[config.mk]
export PLATFORM = sky130hd
export DESIGN_NAME = spd_status_divider
export DESIGN_NICKNAME = d
export VERILOG_FILES = /design/src/spd_status_divider.v
export VERILOG_INCLUDE_DIRS = /design/src
export SDC_FILE = /design/constraint.sdc
export NUM_CORES = 1
export LEC_CHECK = 0
export BUFFER_PORTS_ARGS = -buffer_cell sky130_fd_sc_hd__buf_2
export CORE_ASPECT_RATIO = 1.25
export CORE_MARGIN = 10
export CORE_UTILIZATION = 40
export CTS_BUF_LIST = sky130_fd_sc_hd__clkbuf_16
export DETAILED_ROUTE_END_ITERATION = 8
export PLACE_DENSITY = 0.74
export SYNTH_ARGS = -nofsm -noshare
export SYNTH_HDL_FRONTEND = slang
export SYNTH_SLANG_ARGS = --single-unit
[constraint.sdc]
create_clock -name aclk -period 3 [get_ports aclk]
set_input_delay 0.6 -clock aclk [delete_from_list [all_inputs] [get_ports aclk]]
set_output_delay 0.6 -clock aclk [all_outputs]
set_load 0.03 [all_outputs]
[src/spd_consts.vh]
// constants for the serial port status and divider block
// How it works
// queue-full flag bit 8 follows receive queue full; one more frame fits in shifter
// data-valid flag bit 7 set while receive queue holds any frame
// send buffer level bit 6 resets to 1, set when empty or half level
// send complete bit 5 set when buffer and shifter drain, cleared on write
// output floating bit 4 shows tristate, always 0 under automatic float
// discard flag bit 3 drops a frame if set when frame completes
// controller role bit 2 set by on command, cleared by off command
// sender on flag bit 1 reflects transmitter enable, 0 after reset
// receiver on flag bit 0 reflects receiver enable, 0 after reset
// divider field bits 20:6 read-write, resets to zero, sets bit clock
// software writes zeros to unused status and divider bits
// command bit 4 enters controller role, bit 5 returns to target role
// receiver off command discards a partially received frame
// all flags update on one clock so a read is coherent
`ifndef SPD_CONSTS_VH
`define SPD_CONSTS_VH
`define SPD_OFF_CMD        12'h00C
`define SPD_OFF_STATUS     12'h010
`define SPD_OFF_CLKDIV     12'h014
`define SPD_OFF_CTRL       12'h040
`define SPD_OFF_IRQ_FLAG   12'h044
`define SPD_OFF_IRQ_MASK   12'h048
`define SPD_CMD_RXEN       0
`define SPD_CMD_RECEIVER_OFF_CMD      1
`define SPD_CMD_TXEN       2
`define SPD_CMD_TXDIS      3
`define SPD_CMD_ROLE_ON    4
`define SPD_CMD_ROLE_OFF   5
`define SPD_CMD_BLK_EN     6
`define SPD_CMD_BLK_DIS    7
`define SPD_CMD_TRI_EN     8
`define SPD_CMD_TRI_DIS    9
`define SPD_CMD_CLEARRX    10
`define SPD_CMD_CLEARTX    11
`define SPD_CTRL_HALF      0
`define SPD_CTRL_AUTOMATIC_OUTPUT_FLOAT   1
`define SPD_DIV_HI         20
`define SPD_DIV_LO         6
`define SPD_DIV_RESET      15'h0000
`define SPD_STATUS_RESET   9'h040
`define SPD_RXQ_DEPTH      2
`define SPD_TXQ_DEPTH      2
`define SPD_IRQ_TXC        0
`define SPD_IRQ_RECEIVE_WORD_VALID    1
`define SPD_IRQ_RECEIVE_QUEUE_FULL     2
`define SPD_IRQ_DROP       3
`endif

[src/spd_status_divider.v]
// serial port status flags, commands, divider and axi4-lite slave
`timescale 1ns/1ps
`default_nettype none
`include "spd_consts.vh"
module spd_status_divider
(
    // clock and reset
    input  wire        aclk,
    input  wire        aresetn,
    // axi4-lite write address
    input  wire [11:0] s_axi_awaddr,
    input  wire        s_axi_awvalid,
    output reg         s_axi_awready,
    // axi4-lite write data
    input  wire [31:0] s_axi_wdata,
    input  wire [3:0]  s_axi_wstrb,
    input  wire        s_axi_wvalid,
    output reg         s_axi_wready,
    // axi4-lite write response
    output reg  [1:0]  s_axi_bresp,
    output reg         s_axi_bvalid,
    input  wire        s_axi_bready,
    // axi4-lite read address
    input  wire [11:0] s_axi_araddr,
    input  wire        s_axi_arvalid,
    output reg         s_axi_arready,
    // axi4-lite read data
    output reg  [31:0] s_axi_rdata,
    output reg  [1:0]  s_axi_rresp,
    output reg         s_axi_rvalid,
    input  wire        s_axi_rready,
    // shifter events, same clock
    input  wire        rx_frame_done,
    input  wire        rx_frame_busy,
    input  wire        tx_shift_empty,
    input  wire        tx_frame_done,
    input  wire        rx_pop,
    input  wire        tx_pop,
    // controls to shifters
    output reg  [14:0] bit_clock_div,
    output reg         sender_on_flag,
    output reg         receiver_on_flag,
    output reg         controller_role,
    output reg         output_floating_flag,
    output reg         rx_frame_abort,
    // interrupt
    output reg         irq
);

    reg  [1:0]  rxq_cnt_r;
    reg  [1:0]  txq_cnt_r;
    reg         send_complete_r;
    reg         receive_discard_flag_r;
    reg         tri_req_r;
    reg  [1:0]  ctrl_r;
    reg  [3:0]  irq_flag_r;
    reg  [3:0]  irq_mask_r;
    reg  [11:0] aw_addr_r;
    reg         aw_have_r;
    reg  [31:0] w_data_r;
    reg  [3:0]  w_strb_r;
    reg         w_have_r;

    wire        wr_go  = aw_have_r && w_have_r && !s_axi_bvalid;
    wire        rd_go  = s_axi_arvalid && s_axi_arready;
    wire        lane0  = w_strb_r[0];
    wire        cmd_wr = wr_go && (aw_addr_r[11:2] == `SPD_OFF_CMD >> 2);
    wire [11:0] cmd    = (cmd_wr && lane0) ? {4'h0 & w_strb_r, 8'h00} |
                         {(w_strb_r[1] ? w_data_r[11:8] : 4'h0), w_data_r[7:0]} : 12'h000;
    // transmit buffer write: counts a frame into the send queue and clears send complete; the written data is not stored
    wire        tx_push = wr_go && (aw_addr_r[11:2] == 10'h00D) && lane0;

    wire        rx_full   = (rxq_cnt_r == `SPD_RXQ_DEPTH);
    wire        rx_valid  = (rxq_cnt_r != 2'd0);
    wire        tx_empty  = (txq_cnt_r == 2'd0);
    // level flag with half option
    wire        tx_level  = ctrl_r[`SPD_CTRL_HALF] ? (txq_cnt_r < 2'd2) : tx_empty;
    // forced to zero under automatic float
    wire        floating  = tri_req_r && !ctrl_r[`SPD_CTRL_AUTOMATIC_OUTPUT_FLOAT];
    // decision taken on the flag at frame completion
    wire        rx_load   = rx_frame_done && receiver_on_flag && !receive_discard_flag_r
                            && !rx_full;
    wire        rx_drop   = rx_frame_done && !rx_load;

    // coherent status snapshot
    wire [8:0]  status = {rx_full, rx_valid, tx_level, send_complete_r, floating,
                          receive_discard_flag_r, controller_role, sender_on_flag,
                          receiver_on_flag};
    wire [3:0]  ev = {rx_drop, rx_load & rx_full, rx_load, tx_frame_done & tx_empty
                      & tx_shift_empty};

    always @(posedge aclk)
    begin
        if (!aresetn)
        begin
            rxq_cnt_r              <= 2'd0;
            txq_cnt_r              <= 2'd0;
            send_complete_r        <= 1'b0;
            receive_discard_flag_r <= 1'b0;
            tri_req_r              <= 1'b0;
            controller_role        <= 1'b0;
            sender_on_flag         <= 1'b0;
            receiver_on_flag       <= 1'b0;
            output_floating_flag   <= 1'b0;
            rx_frame_abort         <= 1'b0;
            bit_clock_div          <= `SPD_DIV_RESET;
            ctrl_r                 <= 2'b00;
            irq_flag_r             <= 4'h0;
            irq_mask_r             <= 4'h0;
            irq                    <= 1'b0;
        end
        else
        begin
            // queue fill tracks loads and pops; clear command empties it
            if (cmd[`SPD_CMD_CLEARRX])
                rxq_cnt_r <= 2'd0;
            else
                rxq_cnt_r <= rxq_cnt_r + {1'b0, rx_load} - {1'b0, rx_pop && rx_valid};
            if (cmd[`SPD_CMD_CLEARTX])
                txq_cnt_r <= 2'd0;
            else
                txq_cnt_r <= txq_cnt_r + {1'b0, tx_push && txq_cnt_r != `SPD_TXQ_DEPTH}
                             - {1'b0, tx_pop && !tx_empty};
            // complete set on drain, cleared by new data; set wins
            if (ev[`SPD_IRQ_TXC])
                send_complete_r <= 1'b1;
            else if (tx_push)
                send_complete_r <= 1'b0;
            // blocking commands
            if (cmd[`SPD_CMD_BLK_EN])
                receive_discard_flag_r <= 1'b1;
            else if (cmd[`SPD_CMD_BLK_DIS])
                receive_discard_flag_r <= 1'b0;
            if (cmd[`SPD_CMD_TRI_EN])
                tri_req_r <= 1'b1;
            else if (cmd[`SPD_CMD_TRI_DIS])
                tri_req_r <= 1'b0;
            output_floating_flag <= floating;
            // role on and off commands
            if (cmd[`SPD_CMD_ROLE_ON])
                controller_role <= 1'b1;
            else if (cmd[`SPD_CMD_ROLE_OFF])
                controller_role <= 1'b0;
            // transmitter enable state
            if (cmd[`SPD_CMD_TXEN])
                sender_on_flag <= 1'b1;
            else if (cmd[`SPD_CMD_TXDIS])
                sender_on_flag <= 1'b0;
            // receiver enable state
            if (cmd[`SPD_CMD_RXEN])
                receiver_on_flag <= 1'b1;
            else if (cmd[`SPD_CMD_RECEIVER_OFF_CMD])
                receiver_on_flag <= 1'b0;
            // abort a frame in flight on receiver off
            rx_frame_abort <= cmd[`SPD_CMD_RECEIVER_OFF_CMD] && rx_frame_busy;
            if (wr_go && aw_addr_r == `SPD_OFF_CLKDIV)
            begin
                // divider field, byte lanes honoured
                if (w_strb_r[0])
                    bit_clock_div[1:0] <= w_data_r[7:6];
                if (w_strb_r[1])
                    bit_clock_div[9:2] <= w_data_r[15:8];
                if (w_strb_r[2])
                    bit_clock_div[14:10] <= w_data_r[20:16];
            end
            if (wr_go && aw_addr_r == `SPD_OFF_CTRL && lane0)
                ctrl_r <= w_data_r[1:0];
            if (wr_go && aw_addr_r == `SPD_OFF_IRQ_MASK && lane0)
                irq_mask_r <= w_data_r[3:0];
            // events win over a write-one clear in the same cycle
            if (wr_go && aw_addr_r == `SPD_OFF_IRQ_FLAG && lane0)
                irq_flag_r <= (irq_flag_r & ~w_data_r[3:0]) | ev;
            else
                irq_flag_r <= irq_flag_r | ev;
            irq <= |(irq_flag_r & irq_mask_r);
        end
    end

    // axi4-lite slave: address and data taken in either order
    always @(posedge aclk)
    begin
        if (!aresetn)
        begin
            aw_have_r     <= 1'b0;
            w_have_r      <= 1'b0;
            aw_addr_r     <= 12'h000;
            w_data_r      <= 32'h0000_0000;
            w_strb_r      <= 4'h0;
            s_axi_awready <= 1'b0;
            s_axi_wready  <= 1'b0;
            s_axi_bvalid  <= 1'b0;
            s_axi_bresp   <= 2'b00;
            s_axi_arready <= 1'b0;
            s_axi_rvalid  <= 1'b0;
            s_axi_rdata   <= 32'h0000_0000;
            s_axi_rresp   <= 2'b00;
        end
        else
        begin
            s_axi_awready <= !aw_have_r && !s_axi_awready && s_axi_awvalid;
            s_axi_wready  <= !w_have_r && !s_axi_wready && s_axi_wvalid;
            if (s_axi_awvalid && s_axi_awready)
            begin
                aw_have_r <= 1'b1;
                aw_addr_r <= {s_axi_awaddr[11:2], 2'b00};
            end
            if (s_axi_wvalid && s_axi_wready)
            begin
                w_have_r <= 1'b1;
                w_data_r <= s_axi_wdata;
                w_strb_r <= s_axi_wstrb;
            end
            if (wr_go)
            begin
                aw_have_r    <= 1'b0;
                w_have_r     <= 1'b0;
                s_axi_bvalid <= 1'b1;
                case (aw_addr_r)
                    `SPD_OFF_CMD, `SPD_OFF_STATUS, `SPD_OFF_CLKDIV, 12'h034,
                    `SPD_OFF_CTRL, `SPD_OFF_IRQ_FLAG, `SPD_OFF_IRQ_MASK:
                        s_axi_bresp <= 2'b00;
                    default:
                        s_axi_bresp <= 2'b10;
                endcase
            end
            else if (s_axi_bvalid && s_axi_bready)
                s_axi_bvalid <= 1'b0;
            s_axi_arready <= !s_axi_arready && !s_axi_rvalid && s_axi_arvalid;
            if (rd_go)
            begin
                s_axi_rvalid <= 1'b1;
                s_axi_rresp  <= 2'b00;
                case ({s_axi_araddr[11:2], 2'b00})
                    `SPD_OFF_STATUS:   s_axi_rdata <= {23'h0, status};
                    `SPD_OFF_CLKDIV:   s_axi_rdata <= {11'h0, bit_clock_div, 6'h00};
                    `SPD_OFF_CTRL:     s_axi_rdata <= {30'h0, ctrl_r};
                    `SPD_OFF_IRQ_FLAG: s_axi_rdata <= {28'h0, irq_flag_r};
                    `SPD_OFF_IRQ_MASK: s_axi_rdata <= {28'h0, irq_mask_r};
                    `SPD_OFF_CMD, 12'h034:
                        s_axi_rdata <= 32'h0000_0000;
                    default:
                    begin
                        s_axi_rdata <= 32'h0000_0000;
                        s_axi_rresp <= 2'b10;
                    end
                endcase
            end
            else if (s_axi_rvalid && s_axi_rready)
                s_axi_rvalid <= 1'b0;
        end
    end

endmodule // spd_status_divider
`default_nettype wire

# After elaboration in Yosys (flattened, before gate mapping)
# Index checks and enable logic that the tools add are counted.
[op_classes] n_eq_ne=16 addsub=4 n_reduce_logical=64 bitwise_logic=9 n_mux=23 order_cmp=1
[op_table] operator="$pmux W21 S5" n=1
[op_table] operator="$eq A10 B5 Y1 const B" n=6
[op_table] operator="$eq A10 B3 Y1 const B" n=4
[op_table] operator="$logic_and A1 B1 Y1" n=33
[op_table] operator="$eq A10 B2 Y1 const B" n=2
[op_table] operator="$eq A10 B4 Y1 const B" n=2
[op_table] operator="$reduce_bool A2 Y1" n=9
[op_table] operator="$mux W1" n=17
[op_table] operator="$reduce_or A7 Y1" n=2
[op_table] operator="$logic_not A1 Y1" n=12
[op_table] operator="$mux W12" n=1
[op_table] operator="$and A4 B4 Y4" n=2
[op_table] operator="$mux W4" n=2
[op_table] operator="$or A4 B4 Y4" n=2
[op_table] operator="$reduce_and A2 Y1" n=3
[op_table] operator="$reduce_or A2 Y1" n=3
[op_table] operator="$add A2 B1 Y2" n=2
[op_table] operator="$mux W2" n=2
[op_table] operator="$not A4 Y4" n=1
[op_table] operator="$reduce_or A4 Y1" n=1
[op_table] operator="$sub A2 B1 Y2" n=2
[op_table] operator="$and A1 B1 Y1" n=3
[op_table] operator="$eq A2 B2 Y1 const B" n=1
[op_table] operator="$logic_not A2 Y1" n=1
[op_table] operator="other kinds (3)" n=3
[word_totals] output_inout_bits=62 elab_cells=147 regBits=115 in_bits=73

# Logic depth before layout (Yosys ltp)
# Gate-level depths: netlist (run 1).
[logic_depth] ltp_word=7 ltp_mapped=10 ltp_nobuf=10

# Least setup slack after synthesis (run 1)
# OpenSTA, ideal clock, no wires.
[synth_path] kind="register -> register" start="register aw_addr_r[7]" end="register txq_cnt_r[1]" setup_slack_ns=0.958 t_arrival_ns=1.926 required_time_ns=2.885 synth_period_minus_slack_ns=2.042 setup_ns=0.115 n_path_buf=0 stages_incl_launch_ff=11 cell_sequence="dfxtp_1 nor3_1 nand4b_1 nor2_1 o21ai_0 ha_1 inv_1 ha_1 xnor2_1 xnor2_1 and3_1"
[synth_between] elab_chain_cells=6 elab_cells_between_ends=11 cone_classes="add/sub (2); eq/ne (2); mux (1); reduce/logical (6)"
[synth_lines] item="start, declared" line="spd_status_divider.v:58" text="reg [11:0] aw_addr_r;"
[synth_lines] item="start signal, assigned" line="spd_status_divider.v:205" text="aw_addr_r <= {s_axi_awaddr[11:2], 2'b00};"
[synth_lines] item="$eq A10 B4 Y1" line="spd_status_divider.v:71" text="wire tx_push = wr_go && (aw_addr_r[11:2] == 10'h00D) && lane0;"
[synth_lines] item="$logic_and A1 B1 Y1 (2 in series)" line="spd_status_divider.v:71"
[synth_lines] item="$logic_and A1 B1 Y1 (no line)"
[synth_lines] item="$add A2 B1 Y2" line="spd_status_divider.v:122" text="txq_cnt_r <= txq_cnt_r + {1'b0, tx_push && txq_cnt_r != `SPD_TXQ_DEPTH}"
[synth_lines] item="$sub A2 B1 Y2" line="spd_status_divider.v:122"
[synth_lines] item="end signal, assigned" line="spd_status_divider.v:122"
[synth_lines] item="end, declared" line="spd_status_divider.v:51" text="reg [1:0] txq_cnt_r;"
# Parallel ways exist; a longest one is shown, timed or not.
# A chain may end at the register's enable or synchronous reset.

# Worst setup path in the final report (run 1)
[layout_path] start="register aw_addr_r[2]" end="register txq_cnt_r[1]"
# The elaborated chain is that of the path after synthesis.

==> impl_metrics.env, run 1 <==
export IMPL_final_area_um2=5180
export IMPL_grtUsageTotal_pct=14.7
export IMPL_clock_sinks=102
export IMPL_critical_path_slowest_cell="dfxtp_1"
export IMPL_layout_commonest_cell="nand2_1"
export IMPL_power_density_nw_per_um2=541
export IMPL_ios=135
export IMPL_arrival_ns=2.64
export IMPL_drive_above_1_share_pct=22.2
export IMPL_reg2reg_depth=10
export IMPL_tightest_slew_ns=0.901
export IMPL_hp_class="reg -> reg"
export IMPL_placed_area_um2=4890
export IMPL_swShare_pct=24.4
export IMPL_synth_edf_count=0
export IMPL_layout_nets=680
export IMPL_synth_flop_cell="dfxtp_1"
export IMPL_drc=0
export IMPL_cp_start_kind="flip-flop"
export IMPL_synth_adder_area_share_pct=1.16
export IMPL_p_switching_mw=0.684
export IMPL_min_to="s_axi_rdata[4]$_SDFFE_PN0P_"
export IMPL_rsz0062_at_grt="no"
export IMPL_cts_tree="yes"
export IMPL_ys_ff_latch=102
export IMPL_cp_required_ns=3.24
export IMPL_whs_path_depth=2
export IMPL_endpoint_kind="flip-flop"
export IMPL_synth_area_mux_share_pct=3.93
export IMPL_synth_top_family_by_area="simple AND/OR/NAND/NOR gates"
export IMPL_drtIter0Drc=224
export IMPL_worstSetupPathType="reg -> reg"
export IMPL_dr_pass1_iters=4
export IMPL_rows=42
export IMPL_final_hold_viol_count=0
export IMPL_irDropWorstVdd_v=0.000293
export IMPL_post_cts_resize_count=0
export IMPL_synthSimpleGateAreaFrac_pct=26.0
export IMPL_grt_max_degree=42
export IMPL_setup_violations=0
export IMPL_clkPwrFrac_pct=41.5
export IMPL_vias_per_cell=5.20
export IMPL_slowest_delay_ns=0.52
export IMPL_drv_cap=0
export IMPL_wl_per_cell_um=15.6
export IMPL_timing_final_crit_share_pct=80.0
export IMPL_num_vias=3840
export IMPL_ant_nets=0
export IMPL_grt_pass1_wl_mm=18.8
export IMPL_intPower_mw=2.12
export IMPL_dieArea_um2=15400
export IMPL_first_global_vias=3859
export IMPL_sequentialPowerShare_pct=50.3
export IMPL_holdCritStartpoint="s_axi_rdata[4]$_SDFFE_PN0P_"
export IMPL_initial_core_util_pct=40.8
export IMPL_syn_area_per_cell_um2=8.47
export IMPL_synthCells=511
export IMPL_fmax_ghz=0.417
export IMPL_design_core_area_um2=10600
export IMPL_clk_latency_ns=0.35
export IMPL_synth_compound_area_share_pct=14.9
export IMPL_diodes=0
export IMPL_clk_pin_slew_ns=0.07
export IMPL_outcome="completed"
export IMPL_timing_rr_end="txq_cnt_r[1]$_SDFF_PP0_"
export IMPL_cts_root_buf="clkbuf_16"
export IMPL_synth_xor_area_share_pct=1.01
export IMPL_final_fill_count=1048
export IMPL_synth_cell_types=47
export IMPL_cts_setup_buffers=0
export IMPL_port_buffers=105
export IMPL_routed_wl_mm=11.5
export IMPL_fin_skew_ns=0.0125
export IMPL_areaGrowthSynthToFinish_pct=19.7
export IMPL_gp_routability_congestion=0.899
export IMPL_hpwl_mm=8.94
export IMPL_r2r_start="aw_addr_r[2]$_SDFFE_PN0P_"
export IMPL_min_period_ns=2.40
export IMPL_cts_buffers_inserted=9
export IMPL_antenna_found_initial=0
export IMPL_combPwrFrac_pct=8.2
export IMPL_die_h_um=136
export IMPL_h_tree_depth=3
export IMPL_slew_headroom_pct=39.9
export IMPL_setup_tns_ns=0
export IMPL_path_max_fanout=12
export IMPL_synth_area_um2=4330
export IMPL_ys_async_sr_fraction_pct=0
export IMPL_grt_ovfl_total=0
export IMPL_synth_seq_area_share_pct=47.2
export IMPL_worstPathCellList="nor4b_1 > nand2_1 > nor2_1 > o21ai_0 > ha_1 > inv_1 > ha_1 > xnor2_1 > xnor2_1 > and3_1"
export IMPL_r2r_slack_ns=0.60
export IMPL_leakage_nw=2.06
export IMPL_yosysWarningCount=0
export IMPL_cts_buffer_depth=2
export IMPL_die_w_um=113
export IMPL_slew_viol_final=0
export IMPL_ctsHoldBuffers=0
export IMPL_layout_common_cells="115 x nand2_1, 105 x buf_2, 102 x dfxtp_1"
==> cell families (layout without fill, tap and decap cells) <==
family / Yosys count / after routing
AND/OR/NAND/NOR: 224 / 224
AO/OA/AOI/OAI: 109 / 109
flip-flops: 102 / 102
buffers and inverters: 49 / 133
multiplexers: 17 / 17
XOR/XNOR: 5 / 5
adder cells (fa/ha/maj): 4 / 4
other: 1 / 13
==> per-layer routing <==
metal  vias to the layer above  GRT usage [%]  wire (um)
met4                         0           7.06        328
met5                         -              0          0
met2                        95           27.2       6000
met3                        22           3.17        528
met1                      1779           15.2       4680
li1                       1944              -          -
==> Yosys cell counts (all sizes together), types with 2 or more instances <==
cell | n | area share, %
nor4b | 3 | 0.61
clkbuf | 18 | 1.6
a31oi | 3 | 0.43
nor2 | 28 | 2.4
a311oi | 4 | 0.81
nand4b | 4 | 0.81
o2bb2ai | 2 | 0.40
nor4 | 6 | 1.8
nor3b | 2 | 0.35
and3 | 5 | 0.72
or4 | 4 | 0.87
buf | 23 | 3.5
o21ai | 17 | 2.0
nand2b | 6 | 0.87
nand3b | 3 | 0.52
o31ai | 3 | 0.52
and4b | 2 | 0.46
nand4 | 4 | 0.58
nand2 | 115 | 10
ha | 4 | 1.2
xnor2 | 5 | 1.0
and2 | 5 | 0.72
nor2b | 7 | 1.0
a22oi | 21 | 3.6
o22ai | 2 | 0.29
a22o | 2 | 0.40
inv | 8 | 0.69
dfxtp | 102 | 47
nor3 | 8 | 0.92
nand3 | 15 | 1.7
a21oi | 54 | 6.2
mux2i | 17 | 3.9
==> state kept, by name, indices dropped and copies added, names as in the netlist, 2 cells and up <==
name,cells
w_data_r,21
s_axi_rdata,21
aw_addr_r,10
irq_flag_r,4
w_strb_r,3
bit_clock_div,15
rxq_cnt_r,2
ctrl_r,2
irq_mask_r,4
txq_cnt_r,2
==> power by group through the flow <==
stage / registers [mW] / clock network [mW] / logic, mW
2_1_floorplan: 1.44 / 0 / 0.158
3_3_place_gp: 1.44 / 0 / 0.220
3_5_place_dp: 1.44 / 0 / 0.230
4_1_cts: 1.41 / 1.19 / 0.231
5_1_grt: 1.41 / 1.23 / 0.258
6_report: 1.41 / 1.16 / 0.230
==> cell type report <==
type                       count  area, um2  area share (%)
multi-input combinational    372       2090            40.2
sequential                   102       2040            39.4
timing repair buffer         110        563            10.9
clock buffer                   9        225            4.35
tap                          132        165            3.19
clock inverter                 6       71.3            1.38
inverter                       8       30.0           0.579
==> through the flow <==
step	utilization [%]	hold slack [ns]	setup slack [ns]	cells	total power, mW
2_1_floorplan	-	0.425	0.958	523	1.60
6_report	48.8	0.449	0.601	739	2.80
3_3_place_gp	46.0	0.429	0.671	724	1.66
3_5_place_dp	46.0	0.441	0.653	724	1.67
5_1_grt	48.8	0.462	0.381	739	2.90
4_1_cts	48.8	0.450	0.628	739	2.83
==> worst max-delay path: cells and delay by family (launching register included) <==
kind	cells	cell delay, ns
xor gates and xnor gates	2	0.25
buffers and inverters	1	0.04
and+or+nand+nor	4	0.91
DFF	1	0.52
adders and majority gates	2	0.46
AOI/OAI and AO/OA	1	0.10
==> worst max-delay path by stage <==
stage	startpoint	slack, ns	depth (start not counted)	endpoint
floorplan	aw_addr_r[7]$_SDFFE_PN0P_	0.96	10	txq_cnt_r[1]$_SDFF_PP0_
global placement	aw_addr_r[2]$_SDFFE_PN0P_	0.67	10	txq_cnt_r[1]$_SDFF_PP0_
detailed placement	aw_addr_r[2]$_SDFFE_PN0P_	0.65	10	txq_cnt_r[1]$_SDFF_PP0_
CTS	aw_addr_r[2]$_SDFFE_PN0P_	0.63	10	txq_cnt_r[1]$_SDFF_PP0_
global route	aw_addr_r[2]$_SDFFE_PN0P_	0.38	10	txq_cnt_r[1]$_SDFF_PP0_
finish	aw_addr_r[2]$_SDFFE_PN0P_	0.60	10	txq_cnt_r[1]$_SDFF_PP0_
No activity file was read; power rests on OpenSTA's default activity.
==> run 2, diff against run 1 <==
--- a/config.mk
+++ b/config.mk
@@ -12,7 +12,7 @@
 export CORE_UTILIZATION = 40
 export CTS_BUF_LIST = sky130_fd_sc_hd__clkbuf_16
 export DETAILED_ROUTE_END_ITERATION = 8
-export PLACE_DENSITY = 0.74
+export PLACE_DENSITY = 0.76
 export SYNTH_ARGS = -nofsm -noshare
 export SYNTH_HDL_FRONTEND = slang
 export SYNTH_SLANG_ARGS = --single-unit
==> constraint.sdc (replaced) <==
create_clock -name aclk -period 2.1 [get_ports aclk]
set_input_delay 0.42 -clock aclk [delete_from_list [all_inputs] [get_ports aclk]]
set_output_delay 0.42 -clock aclk [all_outputs]
set_load 0.03 [all_outputs]
==> impl_metrics.env, run 2 (same netlist as run 1, synthesis figures left out) <==
export IMPL_clk_pin_slew_ns=0.07
export IMPL_areaGrowthSynthToFinish_pct=23.2
export IMPL_cp_start_kind="flip-flop"
export IMPL_port_buffers=105
export IMPL_fin_hold_ws_ns=0.288
export IMPL_routed_wl_mm=12.0
export IMPL_grt_max_degree=42
export IMPL_vias_per_cell=5.19
export IMPL_outcome="completed"
export IMPL_top_regs="s_axi_rdata: 21 flops, w_data_r: 21 flops, bit_clock_div: 15 flops"
export IMPL_worstPathCellList="nor4b_4 > buf_4 > nand2_2 > nor2_1 > o21ai_1 > ha_1 > inv_2 > ha_4 > xnor2_2 > xnor2_1 > and3_1"
export IMPL_setup_tns_ns=0
export IMPL_slew_viol_final=0
export IMPL_num_vias=3906
export IMPL_dieArea_um2=15400
export IMPL_rsz0062_at_grt="yes"
export IMPL_hp_class="in -> reg"
export IMPL_die_w_um=113
export IMPL_timing_rr_end="txq_cnt_r[1]$_SDFF_PP0_"
export IMPL_cts_root_buf="clkbuf_16"
export IMPL_tightest_slew_ns=0.534
export IMPL_r2r_slack_ns=0.12
export IMPL_critPathTopFamily="simple AND/OR/NAND/NOR gates"
export IMPL_drive_above_1_share_pct=24.8
export IMPL_layout_nets=690
export IMPL_leakage_nw=2.12
export IMPL_cts_buffers_inserted=9
export IMPL_cp_required_ns=2.35
export IMPL_clock_sinks=102
export IMPL_cts_tree="yes"
export IMPL_pre_cts_slack_ns=0.0177
export IMPL_slowest_delay_ns=0.34
export IMPL_design_core_area_um2=10600
export IMPL_critical_path_slowest_cell="dfxtp_2"
export IMPL_hpwl_mm=9.07
export IMPL_top_layer="met4"
export IMPL_dp_cells=734
export IMPL_grt_pass1_wl_mm=19.1
export IMPL_fin_cells=752
export IMPL_cp_num_cells=11
export IMPL_dr_pass1_iters=4
export IMPL_cts_buffer_depth=2
export IMPL_slew_headroom_pct=64.1
export IMPL_initial_core_util_pct=40.8
export IMPL_final_area_um2=5330
export IMPL_reg2reg_depth=11
export IMPL_arrival_ns=2.23
export IMPL_met1_length_mm=4.69
export IMPL_crit_end="txq_cnt_r[1]$_SDFF_PP0_"
export IMPL_worstSetupPathType="reg -> reg"
export IMPL_setup_violations=0
export IMPL_layout_commonest_cell="nand2_1"
export IMPL_startpoint="aw_addr_r[3]$_SDFFE_PN0P_"
export IMPL_placed_area_um2=4990
export IMPL_drtIter0Drc=147
export IMPL_timing_final_crit_share_pct=94.4
export IMPL_power_density_nw_per_um2=754
export IMPL_r2r_start="aw_addr_r[3]$_SDFFE_PN0P_"
export IMPL_route_met2_wl_mm=6.22
export IMPL_drc=0
export IMPL_ant_nets=0
export IMPL_grt_ovfl_total=0
export IMPL_grtUsageTotal_pct=15.2
export IMPL_antenna_found_initial=1
export IMPL_die_h_um=136
export IMPL_path_max_fanout=3
export IMPL_irDropWorstVdd_v=0.000445
export IMPL_fin_skew_ns=0.0105
export IMPL_layout_common_cells="114 x nand2_1, 105 x buf_2, 101 x dfxtp_1"
export IMPL_final_hold_viol_count=0
export IMPL_drv_cap=0
export IMPL_met3_wirelength_um=710
export IMPL_gp_routability_congestion=0.859
export IMPL_h_tree_depth=3
export IMPL_first_global_vias=3974
export IMPL_clk_latency_ns=0.36
export IMPL_endpoint_kind="flip-flop"
export IMPL_critPathBufInv=2
export IMPL_ctsHoldBuffers=0
export IMPL_worst_slack_ns=0.118
export IMPL_wl_per_cell_um=15.9
export IMPL_rows=42
export IMPL_min_period_ns=1.98
export IMPL_fmax_ghz=0.505
export IMPL_cts_setup_buffers=0
export IMPL_ios=135
-- run 2: changes by cell type in the layout (fill, tap and decap cells not counted), moves of 2 or more --
cell / change
clkinv_4: -2
clkinv_8: +2
buf_12: +2
clkinvlp_4: +2
diode_2: +2
buf_4: +8
-- run 2: cell type report --
cell class | instances | area [um2]
Sequential cell | 102 | 2040
Clock inverter | 7 | 78.8
Clock buffer | 9 | 225
Multi-Input combinational cell | 372 | 2120
Tap cell | 132 | 165
Inverter | 8 | 30.0
Antenna cell | 2 | 5.00
Timing Repair Buffer | 120 | 663
Fill cell | 1038 | 5280
-- run 2: tightest hold or removal path, delay by kind of cell --
kind          cells  cell delay (ns)
buf+inv           1             0.10
simple gates      2             0.08
-- run 2: timing repair --
item	4_1_cts	5_1_grt
endpoints found under the setup margin	1	1
pin swaps	0	3
gates resized for setup	1	8
endpoints found under the hold margin	0	0
-- run 2: worst min-delay path by stage --
stage                         startpoint                         to  depth (start not counted)  slack, ns
5_1_grt                  s_axi_awaddr[5]  aw_addr_r[5]$_SDFFE_PN0P_                          3       0.30
3_3_place_gp   s_axi_rvalid$_SDFFE_PN0P_   s_axi_arready$_SDFF_PN0_                          1       0.43
4_1_cts                    rx_frame_busy  rx_frame_abort$_SDFF_PN0_                          3       0.28
6_report                   rx_frame_busy  rx_frame_abort$_SDFF_PN0_                          3       0.29
2_1_floorplan   irq_flag_r[2]$_SDFF_PN0_   irq_flag_r[2]$_SDFF_PN0_                          2       0.43
3_5_place_dp    w_strb_r[2]$_SDFFE_PN0P_   w_strb_r[2]$_SDFFE_PN0P_                          2       0.45
-- run 2: stage by stage --
| step | utilization (%) | power [mW] |
|---|---|---|
| finish | 50.2 | 4.02 |
| global route | 50.2 | 4.17 |
| CTS | 49.9 | 4.05 |
| detailed placement | 47.0 | 2.40 |
| global placement | 47.0 | 2.38 |
| floorplan | - | 2.28 |
-- run 2: power by group --
group	switching (mW)	internal [mW]
clock	0.824	0.845
sequential	0.0358	1.98
combinational	0.210	0.131
total	1.07	2.95
-- run 2: metal layers --
metal	track usage (%)	vias up
met5	0	-
met3	4.28	26
li1	-	1960
met1	15.6	1818
met4	8.19	0
met2	27.4	102
